$ cat config.mk
export PLATFORM = sky130hd
export DESIGN_NAME = fss_sequencer
export DESIGN_NICKNAME = d
export VERILOG_FILES = /design/src/design/fss_pkg.sv /design/src/design/fss_sequencer.sv
export VERILOG_INCLUDE_DIRS = /design/src /design/src/design
export SDC_FILE = /design/constraint.sdc
export NUM_CORES = 1
export LEC_CHECK = 0
export BUFFER_PORTS_ARGS = -buffer_cell sky130_fd_sc_hd__buf_4
export CAP_MARGIN = 20
export CORE_AREA = 5 5 105 107
export DETAILED_ROUTE_END_ITERATION = 8
export DIE_AREA = 0 0 110 112
export PLACE_DENSITY = 0.9
export SYNTH_ARGS = -nofsm -noshare
export SYNTH_HDL_FRONTEND = slang
export SYNTH_SLANG_ARGS = --single-unit
$ cat constraint.sdc
create_clock -name pclk -period 3.1 [get_ports pclk]
set_clock_uncertainty 0.1 [all_clocks]
set_input_delay 0 -clock pclk [delete_from_list [all_inputs] [get_ports pclk]]
set_output_delay 0 -clock pclk [all_outputs]
set_load 0.02 [all_outputs]
$ cat src/design/fss_map.svh
// Purpose: Register offsets, reset values and timing counts of the sequencer
// Assumes: 32-bit APB data, one aligned word per register
// Notes: Definitions only
`ifndef FSS_MAP_SVH
`define FSS_MAP_SVH

// Register byte offsets
`define FSS_OFF_CTRL 8'h00
`define FSS_OFF_STATUS 8'h04
`define FSS_OFF_INT_STATUS 8'h08
`define FSS_OFF_INT_CLEAR 8'h0C
`define FSS_OFF_INT_ENABLE 8'h10

// Reset values
`define FSS_RST_CTRL 1'h1
`define FSS_RST_INT_ENABLE 8'h00

// Control field position
`define FSS_CTRL_ENABLE_BIT 0

// Status field positions
`define FSS_ST_STATE_LSB 0
`define FSS_ST_STARTUP_BIT 2
`define FSS_ST_CC_BIT 3
`define FSS_ST_GATE_BIT 4
`define FSS_ST_CYCLE_LSB 5
`define FSS_ST_CAUSE_LSB 8

// Interrupt event bit positions
`define FSS_EV_OVERVOLT 0
`define FSS_EV_LINE_UV 1
`define FSS_EV_CS_HIGH 2
`define FSS_EV_CS_SHORT 3
`define FSS_EV_OVERTEMP 4
`define FSS_EV_FB_LOST 5
`define FSS_EV_SUPPLY_UNDERVOLTAGE_LOCKOUT_STOP 6
`define FSS_EV_RUN_START 7

// Sequencing counts
`define FSS_START_CYCLES 3'h4
`define FSS_FAULT_REPEAT 2'h3

// Timing
`define FSS_CLK_MHZ 200
`define FSS_CS_SHORT_NS 4000

`endif

$ cat src/design/fss_pkg.sv
// Purpose: Types shared by the flyback start-up and fault sequencer
// Assumes: Constants live in fss_map.svh
// Notes: Nothing here is imported; users write fss_pkg::name
package fss_pkg;

    // Sequencer states
    typedef enum logic [1:0] {
        FSS_ST_START = 2'b00,
        FSS_ST_RUN = 2'b01,
        FSS_ST_FAULT = 2'b10
    } fss_state_type;

    // Bias consumption levels
    typedef enum logic [1:0] {
        FSS_BIAS_START = 2'b00,
        FSS_BIAS_RUN = 2'b01,
        FSS_BIAS_WAIT = 2'b10,
        FSS_BIAS_FAULT = 2'b11
    } fss_bias_type;

    // Peak current level selection
    typedef enum logic [1:0] {
        FSS_PEAK_MIN = 2'b00,
        FSS_PEAK_STARTUP = 2'b01,
        FSS_PEAK_MAX = 2'b10
    } fss_peak_type;

    // Comparator and sensor flags, all asynchronous to pclk
    typedef struct packed {
        logic vdd_on;
        logic vdd_off;
        logic aux_low;
        logic aux_high;
        logic aux_ov;
        logic line_run;
        logic line_stop;
        logic cs_peak;
        logic cs_min;
        logic cs_high;
        logic temp_hot;
        logic fb_lost;
        logic cv_reg;
        logic ipp_high;
        logic cycle_req;
    } fss_flags_type;

endpackage

$ cat src/design/fss_sequencer.sv
// Purpose: Start-up, run/wait and fault sequencer of a flyback controller
// Assumes: Comparator flags arrive asynchronously; APB register access
// Notes: Control law, valley switching and analog sensing live elsewhere
`timescale 1ns/100ps
`include "fss_map.svh"

// Functional notes
// - Turn-on threshold enables switching, start source off
// - First four cycles use minimum peak
// - Low aux after four cycles enters startup
// - Aux above exit level restores normal limits
// - Constant current until output regulated
// - Three overvoltage cycles stop, fault bias
// - After turn-off, restart full sequence
// - Line current run and stop checks
// - On-time ends at cycle peak level
// - Three overcurrent cycles cause restart
// - Minimum level missed in 4us of the first cycle faults
// - Open sense pin at limit faults
// - Overtemperature repeats reset cycles
// - Feedback loss stops then restarts
// - Run bias above 0.55, else wait
// - Turn-off stops switching, start source on
// - Faults hold fault bias until turn-off
module fss_sequencer #(
    parameter int ON_MAX_CYCLES = 2000
) (
    // Clock and reset
    input wire logic pclk,
    input wire logic presetn,
    // APB slave
    input wire logic psel,
    input wire logic penable,
    input wire logic pwrite,
    input wire logic [7:0] paddr,
    input wire logic [31:0] pwdata,
    output logic [31:0] prdata,
    output logic pready,
    output logic pslverr,
    // Comparator and sensor flags
    input wire fss_pkg::fss_flags_type flags_in,
    // Power stage controls
    output logic gate_drive,
    output logic hv_start_en,
    output fss_pkg::fss_bias_type bias_sel,
    output fss_pkg::fss_peak_type peak_sel,
    output logic demag_high,
    output logic cc_mode,
    // Interrupt
    output logic irq
);

    localparam int FLAG_W = $bits(fss_pkg::fss_flags_type);
    localparam int CS_SHORT_CYC = `FSS_CS_SHORT_NS * `FSS_CLK_MHZ / 1000;
    localparam logic [11:0] CS_SHORT_LAST = 12'(CS_SHORT_CYC - 1);
    localparam logic [11:0] ON_MAX_LAST = 12'(ON_MAX_CYCLES - 1);

    logic [FLAG_W-1:0] sync1;
    logic [FLAG_W-1:0] sync2;
    logic [FLAG_W-1:0] sync3;
    logic [FLAG_W-1:0] filt;
    fss_pkg::fss_flags_type f;
    fss_pkg::fss_state_type state;
    fss_pkg::fss_state_type next_state;
    logic next_gate;
    logic cyc_end;
    logic [11:0] on_count;
    logic [2:0] cycle_count;
    logic first_cycle;
    logic startup_mode;
    logic [1:0] ov_cnt;
    logic [1:0] cs_cnt;
    logic cs_min_seen;
    logic line_seen;
    logic [5:0] fault_hit;
    logic [5:0] last_cause;
    logic ctrl_enable;
    logic [7:0] int_status;
    logic [7:0] int_enable;
    logic [7:0] events;
    logic [7:0] int_clear;
    logic apb_setup;
    logic apb_write;
    logic [31:0] rd_mux;
    logic rd_hit;

    // three-stage flag sync
    // Only stage two reads stage one; a change counts once stages two and three agree
    always_ff @(posedge pclk or negedge presetn) begin
        if (!presetn) begin
            sync1 <= '0;
            sync2 <= '0;
            sync3 <= '0;
            filt <= '0;
        end else begin
            sync1 <= flags_in;
            sync2 <= sync1;
            sync3 <= sync2;
            filt <= (sync2 & sync3) | (filt & (sync2 ^ sync3));
        end
    end
    assign f = fss_pkg::fss_flags_type'(filt);

    assign first_cycle = (cycle_count == 3'h0);

    // on-time ends at cycle peak
    // The max on-time bound only keeps a stuck comparator from latching the gate
    assign cyc_end = gate_drive && (f.cs_peak || on_count == ON_MAX_LAST);

    // Fault detection while running
    always_comb begin
        fault_hit = '0;
        fault_hit[`FSS_EV_OVERVOLT] = cyc_end && f.aux_ov && ov_cnt == (`FSS_FAULT_REPEAT - 2'h1);
        fault_hit[`FSS_EV_LINE_UV] = (gate_drive && f.line_stop)
            || (cyc_end && first_cycle && !(line_seen || f.line_run));
        fault_hit[`FSS_EV_CS_HIGH] = cyc_end && f.cs_high && cs_cnt == (`FSS_FAULT_REPEAT - 2'h1);
        fault_hit[`FSS_EV_CS_SHORT] = gate_drive && first_cycle && !cs_min_seen && !f.cs_min
            && on_count == CS_SHORT_LAST;
        fault_hit[`FSS_EV_OVERTEMP] = f.temp_hot;
        fault_hit[`FSS_EV_FB_LOST] = f.fb_lost;
    end

    // Next state; supply turn-off wins over any fault
    always_comb begin
        next_state = state;
        case (state)
            fss_pkg::FSS_ST_START: begin
                if (f.vdd_on && !f.vdd_off && ctrl_enable) begin
                    next_state = fss_pkg::FSS_ST_RUN;
                end
            end
            fss_pkg::FSS_ST_RUN: begin
                if (f.vdd_off) begin
                    next_state = fss_pkg::FSS_ST_START;
                end else if (|fault_hit) begin
                    next_state = fss_pkg::FSS_ST_FAULT;
                end
            end
            fss_pkg::FSS_ST_FAULT: begin
                if (f.vdd_off) begin
                    next_state = fss_pkg::FSS_ST_START;
                end
            end
            default: begin
                next_state = fss_pkg::FSS_ST_START;
            end
        endcase
    end

    // Gate request: only in run, one cycle per modulator request
    always_comb begin
        if (next_state != fss_pkg::FSS_ST_RUN) begin
            next_gate = 1'b0;
        end else if (gate_drive) begin
            next_gate = !cyc_end;
        end else begin
            next_gate = f.cycle_req;
        end
    end

    // State register
    always_ff @(posedge pclk or negedge presetn) begin
        if (!presetn) begin
            state <= fss_pkg::FSS_ST_START;
        end else begin
            state <= next_state;
        end
    end

    always_ff @(posedge pclk or negedge presetn) begin
        if (!presetn) begin
            gate_drive <= 1'b0;
            on_count <= 12'h000;
        end else begin
            gate_drive <= next_gate;
            on_count <= (gate_drive && next_gate) ? on_count + 12'h001 : 12'h000;
        end
    end

    // Per-cycle observations of the sense pin and line current
    always_ff @(posedge pclk or negedge presetn) begin
        if (!presetn) begin
            cs_min_seen <= 1'b0;
            line_seen <= 1'b0;
        end else if (!gate_drive) begin
            cs_min_seen <= 1'b0;
            line_seen <= 1'b0;
        end else begin
            cs_min_seen <= cs_min_seen | f.cs_min;
            line_seen <= line_seen | f.line_run;
        end
    end

    // counters clear on miss and restart
    always_ff @(posedge pclk or negedge presetn) begin
        if (!presetn) begin
            ov_cnt <= 2'h0;
            cs_cnt <= 2'h0;
            cycle_count <= 3'h0;
        end else if (state != fss_pkg::FSS_ST_RUN) begin
            ov_cnt <= 2'h0;
            cs_cnt <= 2'h0;
            cycle_count <= 3'h0;
        end else if (cyc_end) begin
            ov_cnt <= f.aux_ov ? ov_cnt + 2'h1 : 2'h0;
            cs_cnt <= f.cs_high ? cs_cnt + 2'h1 : 2'h0;
            if (cycle_count != `FSS_START_CYCLES) begin
                cycle_count <= cycle_count + 3'h1;
            end
        end
    end

    always_ff @(posedge pclk or negedge presetn) begin
        if (!presetn) begin
            startup_mode <= 1'b0;
        end else if (state != fss_pkg::FSS_ST_RUN) begin
            startup_mode <= 1'b0;
        end else if (cyc_end && cycle_count == (`FSS_START_CYCLES - 3'h1) && f.aux_low) begin
            startup_mode <= 1'b1;
        end else if (cyc_end && f.aux_high) begin
            startup_mode <= 1'b0;
        end
    end

    always_ff @(posedge pclk or negedge presetn) begin
        if (!presetn) begin
            cc_mode <= 1'b0;
        end else if (state == fss_pkg::FSS_ST_START && next_state == fss_pkg::FSS_ST_RUN) begin
            cc_mode <= 1'b1;
        end else if (state != fss_pkg::FSS_ST_RUN || f.cv_reg) begin
            cc_mode <= 1'b0;
        end
    end

    // minimum peak first cycles
    // Peak limit follows the cycle count and startup mode, demag limit the startup mode, one clock later
    always_ff @(posedge pclk or negedge presetn) begin
        if (!presetn) begin
            peak_sel <= fss_pkg::FSS_PEAK_MIN;
            demag_high <= 1'b0;
        end else begin
            if (cycle_count != `FSS_START_CYCLES) begin
                peak_sel <= fss_pkg::FSS_PEAK_MIN;
            end else if (startup_mode) begin
                peak_sel <= fss_pkg::FSS_PEAK_STARTUP;
            end else begin
                peak_sel <= fss_pkg::FSS_PEAK_MAX;
            end
            demag_high <= startup_mode;
        end
    end

    always_ff @(posedge pclk or negedge presetn) begin
        if (!presetn) begin
            bias_sel <= fss_pkg::FSS_BIAS_START;
            hv_start_en <= 1'b1;
        end else begin
            hv_start_en <= (next_state == fss_pkg::FSS_ST_START);
            case (next_state)
                fss_pkg::FSS_ST_RUN: begin
                    bias_sel <= (next_gate || f.ipp_high || cc_mode) ? fss_pkg::FSS_BIAS_RUN
                                                                    : fss_pkg::FSS_BIAS_WAIT;
                end
                fss_pkg::FSS_ST_FAULT: begin
                    bias_sel <= fss_pkg::FSS_BIAS_FAULT;
                end
                default: begin
                    bias_sel <= fss_pkg::FSS_BIAS_START;
                end
            endcase
        end
    end

    // Last fault cause, kept for software after the restart
    always_ff @(posedge pclk or negedge presetn) begin
        if (!presetn) begin
            last_cause <= 6'h00;
        end else if (state == fss_pkg::FSS_ST_RUN && next_state == fss_pkg::FSS_ST_FAULT) begin
            last_cause <= fault_hit;
        end
    end

    // Interrupt events: one pulse per transition
    always_comb begin
        events = '0;
        if (state == fss_pkg::FSS_ST_RUN && next_state == fss_pkg::FSS_ST_FAULT) begin
            events[5:0] = fault_hit;
        end
        events[`FSS_EV_SUPPLY_UNDERVOLTAGE_LOCKOUT_STOP] = state == fss_pkg::FSS_ST_RUN && f.vdd_off;
        events[`FSS_EV_RUN_START] = state == fss_pkg::FSS_ST_START
            && next_state == fss_pkg::FSS_ST_RUN;
    end

    // APB decode
    assign apb_setup = psel && !penable;
    assign apb_write = psel && penable && pready && pwrite;
    assign int_clear = (apb_write && paddr == `FSS_OFF_INT_CLEAR) ? pwdata[7:0] : 8'h00;

    // Sticky status; a new event wins over a clear in the same cycle
    always_ff @(posedge pclk or negedge presetn) begin
        if (!presetn) begin
            int_status <= 8'h00;
        end else begin
            int_status <= (int_status & ~int_clear) | events;
        end
    end

    // Writable registers
    always_ff @(posedge pclk or negedge presetn) begin
        if (!presetn) begin
            ctrl_enable <= `FSS_RST_CTRL;
            int_enable <= `FSS_RST_INT_ENABLE;
        end else if (apb_write) begin
            if (paddr == `FSS_OFF_CTRL) begin
                ctrl_enable <= pwdata[`FSS_CTRL_ENABLE_BIT];
            end
            if (paddr == `FSS_OFF_INT_ENABLE) begin
                int_enable <= pwdata[7:0];
            end
        end
    end

    // Level interrupt, one clock behind the status bits
    always_ff @(posedge pclk or negedge presetn) begin
        if (!presetn) begin
            irq <= 1'b0;
        end else begin
            irq <= |(int_status & int_enable);
        end
    end

    // Read mux; unmapped addresses answer with an error and zero data
    always_comb begin
        rd_mux = 32'h0000_0000;
        rd_hit = 1'b1;
        case (paddr)
            `FSS_OFF_CTRL: rd_mux[`FSS_CTRL_ENABLE_BIT] = ctrl_enable;
            `FSS_OFF_STATUS: begin
                rd_mux[`FSS_ST_STATE_LSB +: 2] = state;
                rd_mux[`FSS_ST_STARTUP_BIT] = startup_mode;
                rd_mux[`FSS_ST_CC_BIT] = cc_mode;
                rd_mux[`FSS_ST_GATE_BIT] = gate_drive;
                rd_mux[`FSS_ST_CYCLE_LSB +: 3] = cycle_count;
                rd_mux[`FSS_ST_CAUSE_LSB +: 6] = last_cause;
            end
            `FSS_OFF_INT_STATUS: rd_mux[7:0] = int_status;
            `FSS_OFF_INT_CLEAR: rd_mux = 32'h0000_0000;
            `FSS_OFF_INT_ENABLE: rd_mux[7:0] = int_enable;
            default: rd_hit = 1'b0;
        endcase
    end

    // One wait-free access phase: answer prepared during setup
    always_ff @(posedge pclk or negedge presetn) begin
        if (!presetn) begin
            pready <= 1'b0;
            prdata <= 32'h0000_0000;
            pslverr <= 1'b0;
        end else begin
            pready <= apb_setup;
            if (apb_setup) begin
                prdata <= pwrite ? 32'h0000_0000 : rd_mux;
                pslverr <= !rd_hit;
            end else begin
                pslverr <= 1'b0;
            end
        end
    end
endmodule // fss_sequencer

Yosys cells after proc, flatten, opt, wreduce, memory -nomap -nowiden
Index checks and enable logic that the tools add are counted.
{"block": "op_classes", "n_addsub": 4, "n_eq_ne": 16, "n_mux": 36, "bitwise": 10, "n_reduce_logical": 53}
{"op": "$and 15x15->15", "n": 2}
{"op": "$logic_and 1x1->1", "n": 26}
{"op": "$mux 2", "n": 13}
{"op": "$pmux 7 s3", "n": 1}
{"op": "$and 8x8->8", "n": 2}
{"op": "$eq 8x4->1 const B", "n": 2}
{"op": "$or 15x15->15", "n": 1}
{"op": "$xor 15x15->15", "n": 1}
{"op": "$mux 14", "n": 1}
{"op": "$add 12x1->12 const B", "n": 1}
{"op": "$eq 12x10->1 const B", "n": 1}
{"op": "$eq 12x11->1 const B", "n": 1}
{"op": "$mux 12", "n": 1}
{"op": "$mux 6", "n": 2}
{"op": "$mux 1", "n": 11}
{"op": "$mux 3", "n": 3}
{"op": "$eq 2x2->1 const B", "n": 4}
{"op": "$eq 8x3->1 const B", "n": 1}
{"op": "$eq 8x5->1 const B", "n": 1}
{"op": "$logic_not 8->1", "n": 1}
{"op": "$mux 8", "n": 1}
{"op": "$not 8->8", "n": 1}
{"op": "$or 8x8->8", "n": 1}
{"op": "$reduce_or 8->1", "n": 1}
{"op": "other kinds (19)", "n": 39}
{"block": "word_totals", "regBits": 150, "inputBits": 60, "output_inout_bits": 43, "wordCells": 145}

Logic depth before layout (Yosys ltp)
Gate-level depths: netlist of the first run.
{"block": "depth", "word_depth": 16, "depth_mapped": 11, "ltp_nobuf": 11}

Worst setup path before layout of the first run
OpenSTA, ideal clock, no wires.
{"block": "synth_path", "path_kind": "reg-to-reg", "from": "reg on_count[0]", "to": "reg on_count[10]", "setup_ns": 0.072, "arrival_ns": 2.351, "required_time_ns": 2.928, "slack_ns": 0.577, "stages_incl_launch_ff": 11, "path_buffers": 1, "period_less_slack_ns": 2.523, "cell_sequence": "dfrtp_1 ha_1 and4_1 and2_1 a311o_1 nor4_1 or2_1 ha_1 nand3_1 clkbuf_1 nor2_1"}
{"block": "synth_between", "elab_chain_cells": 14, "word_cells_on_any_way": 23, "classes_between": "add/sub (1); eq/ne (3); mux (6); reduce/logical (13)"}
{"element": "start, declared", "line_no": "fss_sequencer.sv:67", "source": "logic [11:0] on_count;"}
{"element": "start signal, assigned", "line_no": "fss_sequencer.sv:176", "source": "on_count <= (gate_drive && next_gate) ? on_count + 12'h001 : 12'h000;"}
{"element": "$eq 12x11->1", "line_no": "fss_sequencer.sv:108", "source": "assign cyc_end = gate_drive && (f.cs_peak || on_count == ON_MAX_LAST);"}
{"element": "$logic_or 1x1->1", "line_no": "fss_sequencer.sv:108"}
{"element": "$logic_and 1x1->1", "line_no": "fss_sequencer.sv:108"}
{"element": "$logic_and 1x1->1 (2 in series)", "line_no": "fss_sequencer.sv:115", "source": "|| (cyc_end && first_cycle && !(line_seen || f.line_run));"}
{"element": "$logic_or 1x1->1", "line_no": "fss_sequencer.sv:115"}
{"element": "$reduce_or 6->1 *", "line_no": "fss_sequencer.sv:135", "source": "end else if (|fault_hit) begin"}
{"element": "$mux 2 *", "line_no": "fss_sequencer.sv:135"}
{"element": "$mux 2 *", "line_no": "fss_sequencer.sv:133", "source": "if (f.vdd_off) begin"}
{"element": "$pmux 2 s3 *", "line_no": "fss_sequencer.sv:126", "source": "case (state)"}
{"element": "via next_state[0]", "line_no": "fss_sequencer.sv:64", "source": "fss_pkg::fss_state_type next_state;"}
{"element": "$ne 2x1->1 *", "line_no": "fss_sequencer.sv:152", "source": "if (next_state != fss_pkg::FSS_ST_RUN) begin"}
{"element": "$mux 1 *", "line_no": "fss_sequencer.sv:152"}
{"element": "$logic_and 1x1->1 *", "line_no": "fss_sequencer.sv:176"}
{"element": "$mux 12 *", "line_no": "fss_sequencer.sv:176"}
The timed path passes the listed nets; every way through them passes the cells marked *.
A chain may end at the register's enable or synchronous reset.

Worst setup path in the final report of the first run
{"block": "layout_path", "from": "reg on_count[0]", "to": "reg on_count[3]"}
Same word-level chain as after synthesis.

==> results of run 1 <==
[registers in the layout, indices dropped and copies added (netlist names), 2 cells and up]
name and cells:
bias_sel 2, cs_cnt 2, cycle_count 3, f 15, int_enable 8, int_status 8
last_cause 6, on_count 12, ov_cnt 2, peak_sel 2, prdata 14, state 2
sync1 15, sync2 15, sync3 15
[timing repair]
item | in CTS | in global routing
hold buffers | 43 | 0
endpoints found under the hold margin | 108 | 0
setup endpoints to repair | 0 | 12
resized for setup | 0 | 1
[cells in the mapped netlist (2+ instances only)]
cell        n
o21ai_2     6
a22oi_1    11
mux2_2      9
o21ai_1     2
nor2b_1     6
a21oi_1    16
xnor2_1     8
nand2_1    65
buf_6       2
buf_4      21
o21a_1      2
a21o_1     19
dfstp_2     2
mux2i_1     3
clkbuf_1    4
nor2_1     36
nand2b_1    5
buf_2       2
nand4_1     5
dfrtp_1   130
o21ai_0    10
ha_1       24
nor3_1      4
inv_1       7
nand3b_1    5
xor2_1      4
and3_1      4
and2_1      3
nand3_1     7
[power breakdown]
part,switching [uW],internal [uW]
Sequential,33.6,1780
Combinational,117,98.1
Clock,725,1340
[layout make-up]
cell class	instances	area [um2]
Multi-Input combinational cell	298	1917
Clock inverter	12	178.9
Fill cell	640	3083
Tap cell	136	170.2
Clock buffer	19	441.7
Sequential cell	132	3306
Inverter	7	26.28
Timing Repair Buffer	107	923.4
[worst min path at each step]
stage	cells after the start	slack, ns	from	to
after floorplan	0	-0.40	presetn	bias_sel[0]
after global placement	1	0.006	presetn	sync1[4]
after detailed placement	1	0.01	flags_in[10]	sync1[10]
after CTS	2	0.003	flags_in[9]	sync1[9]
after global routing	2	0.02	flags_in[14]	sync1[14]
final	2	-0.0006	presetn	sync1[4]
[worst reg2reg max path, delay by kind of cell (launching register included)]
family | cells | cell delay, ns
AO/OA/AOI/OAI | 1 | 0.35
AND/OR/NAND/NOR | 6 | 1.48
adder cells (fa/ha/maj) | 2 | 0.50
flip-flops | 1 | 0.40
[per-layer routing]
layer	up-vias	GRT usage
met5	-	0
met4	0	0.07232
met3	35	0.06783
met2	167	0.3718
met1	1883	0.2362
li1	1733	-
[cell families (layout without fill, tap and decap cells)]
group,Yosys count,after routing
flip-flops,132,132
multiplexers,12,12
adder cells (fa/ha/maj),24,24
AND/OR/NAND/NOR,155,155
XOR/XNOR,12,12
AO/OA/AOI/OAI,77,77
buffers and inverters,37,145
other,1,18
[metrics by stage]
step / setup slack, ns / power [uW] / utilization
2_1_floorplan: 0.5765 / 1934 / -
3_3_place_gp: 0.3612 / 2009 / 0.5880
3_5_place_dp: 0.1867 / 2021 / 0.5880
4_1_cts: 0.07831 / 4119 / 0.6926
5_1_grt: 0.03913 / 4239 / 0.6931
6_report: 0.1979 / 4097 / 0.6931
==> results.yml, run 1 <==
worst_setup_path:
  timing.critical_path.buf_inv: 0
  r2r_start: "on_count[0]"
  cp_top_family: "simple AND/OR/NAND/NOR gates"
  reg2reg_depth: 9
  cp_max_fo: 12
  worstSetupStartpoint: "on_count[0]"
  reg2reg_slack_ns: 0.20
  endpoint: "on_count[3]"
  arrival_ns: 3.25
  critical_path_class: "register to register"
  critPathMaxStageDelay_ns: 0.41
  path_depth: 9
  crit_chain: "ha_1 -> and4_1 -> and2_1 -> a311o_1 -> nor4_1 -> or2_1 -> ha_1 -> nand3_2 -> nor2_1"
  cp-end-kind: "register"
  r2r-end: "on_count[3]"
  crit_slowest_cell: "nor4_1"
  path_common_cell: "ha_1"
  critPathLaunchType: "register"
  required_ns: 3.45
sta:
  tns_ns: 0
  slew_viol_final: 0
  fmax_mhz: 344.6
  tightest_slew_ns: 0.7561
  fin_crit_sh: 0.9362
  layout_min_cycle_time_ns: 2.902
  relSlewSlack: 0.4960
  hold_violations: 1
  hold_ws_ns: -0.0006489
  final-setup-viol-count: 0
  rsz0062_at_grt: "no"
cells_and_area:
  drive_gt1_frac: 0.2157
  fin_cells: 711
  layout_commonest_cell: "dfrtp_1"
  diodes: 0
  nets: 647
  syn_to_final_growth_pct: 29.21
  layout_common_cells: "dfrtp_1 (130), nand2_1 (65), buf_4 (63)"
  final_area_mm2: 0.006963
die:
  die_area_mm2: 0.01232
  pin_count: 103
  rows: 37
  die-height_um: 112
  start_util: 0.5364
  die_x_um: 110
  coreArea_mm2: 0.01005
clock_network:
  clk_root_buffer_cell: "clkbuf_8"
  cts.path.max_buffers: 2
  cts.clk_slew.worst_paths_ns: 0.06
  clock-sinks: 132
  htree_num_levels: 4
  numCtsBuffers: 17
  worstSkewPairLatency_ns: 0.53
  postCtsSetupBuffers: 0
  cts_tree: "done"
synth:
  postSynthCellCount: 450
  ys_seq_area_frac: 0.6134
  synth_top_family_by_area: "simple AND/OR/NAND/NOR gates"
  synth_area_mm2: 0.005389
  synthAdderAreaFrac: 0.05572
  netlist.area_leader.share: 0.6037
  ys_top_cells_by_area: "dfrtp_1 (60%), ha_1 (5.6%), nand2_1 (4.5%)"
  synthArstFlopShare: 1.000
  synthMuxAreaShare: 0.02438
  ys_ff_latch: 132
  synth_xor_xnor_area_share: 0.01950
  yosys.cell_types.count: 57
  synthSimpleGateAreaFrac: 0.1419
  synth_top_area_cell: "dfrtp_1"
  synth_edf_count: 0
  synthFlopType: "dfrtp_1"
  ys_warn_count: 0
  synth-compound-area-share: 0.1008
  synth_area_per_cell_um2: 11.98
placed_design:
  numPortBuffers: 60
  place_congestion: 0.8579
  placed_area_mm2: 0.005907
  dp.cells: 637
  dpl.hpwl_um: 7439
power_and_ir_drop:
  power_leakage_uw: 0.003316
  peakVddDrop_v: 0.0003211
  powerDensity_mw_per_mm2: 588.4
detailed_routing:
  dr.pass1.iters: 5
  wl_per_cell_um: 17.05
  drcViolationCount: 0
  wl_met3_um: 849
  drtIter0Drc: 313
  met2_length_um: 6432
  wl_um: 12120
  routed.top_layer: "met4"
  vias: 3818
  antenna_left: 0
  drt-met1-wl_um: 4516
  viasPerCell: 5.370
job:
  drv_cap: 0
global_route:
  grt_pass1_vias: 4207
  grt_usage: 0.2108
  grt_pass1_wl_um: 20020
  antenna_found_initial: 0
  grt_max_degree: 72
  overflow: 0
hold_path:
  hold_class: "input pin to asynchronous set/reset pin"
outcome:
  status: "finished, violations left"
  violations: "negative hold slack"
(Power assumes the default switching activity.)
==> run 2: changes to the inputs <==
Settings changed: SETUP_SLACK_MARGIN set to 0.5.
==> run 2 against run 1 <==
Effect of this change: combinational power rose by 6%; die area did not move; sequential share of layout area fell by 1.1 points; largest power group unchanged; sequential power barely moved; via count rose by 3.0%; the run now ends clean; setup slack improved by 0.21 ns; global-route usage rose by 0.40 points.
==> results.yml, run 2 (synthesis gave the netlist of run 1 again) <==
outcome:
  status: "complete, no violations"
placed_design:
  dpl.hpwl_um: 7439
  placed_area_mm2: 0.005907
  numPortBuffers: 60
  place_congestion: 0.8579
clock_network:
  htree_num_levels: 4
  cts.clk_slew.worst_paths_ns: 0.06
  cts_tree: "done"
  clk_root_buffer_cell: "clkbuf_8"
  numCtsBuffers: 17
  worstSkewPairLatency_ns: 0.53
  clock-sinks: 132
  cts.path.max_buffers: 2
detailed_routing:
  routed.top_layer: "met4"
  wl_um: 13210
  met2_length_um: 6940
  vias: 3934
  drt-met1-wl_um: 4918
  wl_met3_um: 911
  viasPerCell: 5.464
  dr.pass1.iters: 5
  drcViolationCount: 0
  wl_per_cell_um: 18.35
  antenna_left: 0
  drtIter0Drc: 271
die:
  start_util: 0.5364
  rows: 37
  die-height_um: 112
  die_area_mm2: 0.01232
  die_x_um: 110
  coreArea_mm2: 0.01005
  pin_count: 103
global_route:
  grt_pass1_wl_um: 20510
  antenna_found_initial: 0
  grt_max_degree: 72
  grt_pass1_vias: 4251
  grt_usage: 0.2147
  overflow: 0
sta:
  slew_viol_final: 0
  relSlewSlack: 0.4956
  fmax_mhz: 370.9
  hold_violations: 0
  tns_ns: 0
  fin_crit_sh: 0.8697
  final-setup-viol-count: 0
  tightest_slew_ns: 0.7566
  rsz0062_at_grt: "yes"
  layout_min_cycle_time_ns: 2.696
cells_and_area:
  fillers: 603
  drive_gt1_frac: 0.2586
  final_area_mm2: 0.007131
  syn_to_final_growth_pct: 32.32
  diodes: 0
  layout_common_cells: "dfrtp_1 (129), buf_4 (69), nand2_1 (64)"
  nets: 656
  layout_commonest_cell: "dfrtp_1"
worst_setup_path:
  path_common_cell: "ha_4"
  critPathMaxStageDelay_ns: 0.43
  arrival_ns: 3.05
  crit_slowest_cell: "dfrtp_1"
  cp_max_fo: 6
  cp-end-kind: "register"
  crit_chain: "ha_4 -> and4_4 -> and2_1 -> a311o_1 -> nor4_2 -> or2_1 -> ha_4 -> nand3_2 -> nor2_1"
  critPathLaunchType: "register"
  required_ns: 3.46
  r2r_start: "on_count[1]"
  reg2reg_depth: 9
  critical_path_class: "register to register"
  r2r-end: "on_count[2]"
  reg2reg_slack_ns: 0.40
power_and_ir_drop:
  powerDensity_mw_per_mm2: 578.9
  power_leakage_uw: 0.003371
  peakVddDrop_v: 0.0002693
hold_path:
  hold_class: "input pin to asynchronous set/reset pin"
job:
  drv_cap: 0
==> run 2: changes by cell type in the layout (fill, tap and decap cells not counted), moves of 2 or more <==
cell / previous run / this run
nor2_2: 1 / 4
ha_1: 24 / 21
buf_6: 0 / 2
nor2_1: 36 / 33
ha_4: 0 / 2
nor3_1: 4 / 2
buf_4: 63 / 69
nor3_2: 0 / 2
o21ai_0: 10 / 8
==> run 2: stage by stage <==
step / utilization / cells / hold WS, ns / power, uW / setup WS, ns
CTS: 0.6981 / 712 / 0.003385 / 4124 / 0.5139
floorplan: - / 467 / -0.3956 / 1934 / 0.5765
detailed placement: 0.5880 / 637 / 0.01032 / 2021 / 0.1867
finish: 0.7098 / 720 / 0.00001354 / 4128 / 0.4038
global route: 0.7098 / 720 / 0.01622 / 4259 / 0.2949
global placement: 0.5880 / 637 / 0.005552 / 2009 / 0.3612
==> run 2: worst max path at each step <==
| stage | startpoint | endpoint | slack, ns | cells after the start |
|---|---|---|---|---|
| after global routing | on_count[1] | on_count[9] | 0.29 | 9 |
| after floorplan | on_count[0] | on_count[10] | 0.58 | 10 |
| final | on_count[1] | on_count[2] | 0.40 | 9 |
| after global placement | on_count[0] | on_count[4] | 0.36 | 9 |
| after detailed placement | on_count[0] | on_count[3] | 0.19 | 9 |
| after CTS | on_count[0] | last_cause[1] | 0.51 | 10 |
==> run 2: layout make-up <==
class	instances	area [um2]	area share
inverters	7	26.28	0.003685
well taps	136	170.2	0.02386
multi-input cells	299	2016	0.2827
repair buffers	115	991.0	0.1390
flip-flops and latches	132	3307	0.4638
clock buffers	19	441.7	0.06194
clock inverters	12	178.9	0.02509
==> run 2: metal layers <==
metal | vias to the layer above | global-route usage
met5 | - | 0
met4 | 0 | 0.08479
met3 | 40 | 0.05565
met2 | 186 | 0.3673
met1 | 1958 | 0.2556
li1 | 1750 | -
==> run 2: what timing repair did <==
action | in CTS | in global routing
resized for setup | 12 | 15
pin swaps | 3 | 9
hold endpoints to repair | 108 | 0
gates cloned | 0 | 1
endpoints found under the setup margin | 28 | 28
setup buffers | 1 | 7
hold buffers | 43 | 0
==> run 2: critical path: cells and delay by family (launching register included) <==
kind / cells / cell delay [ns]
simple gates: 6 / 1.30
flops: 1 / 0.43
fa+ha+maj: 2 / 0.42
compound gates: 1 / 0.37
==> run 2: where the power goes <==
group	switching [uW]	internal, uW	total [uW]	leakage (uW)
Combinational	126	102	228	0.00141
Clock	741	1340	2090	0.000285
Sequential	35.4	1780	1810	0.00168
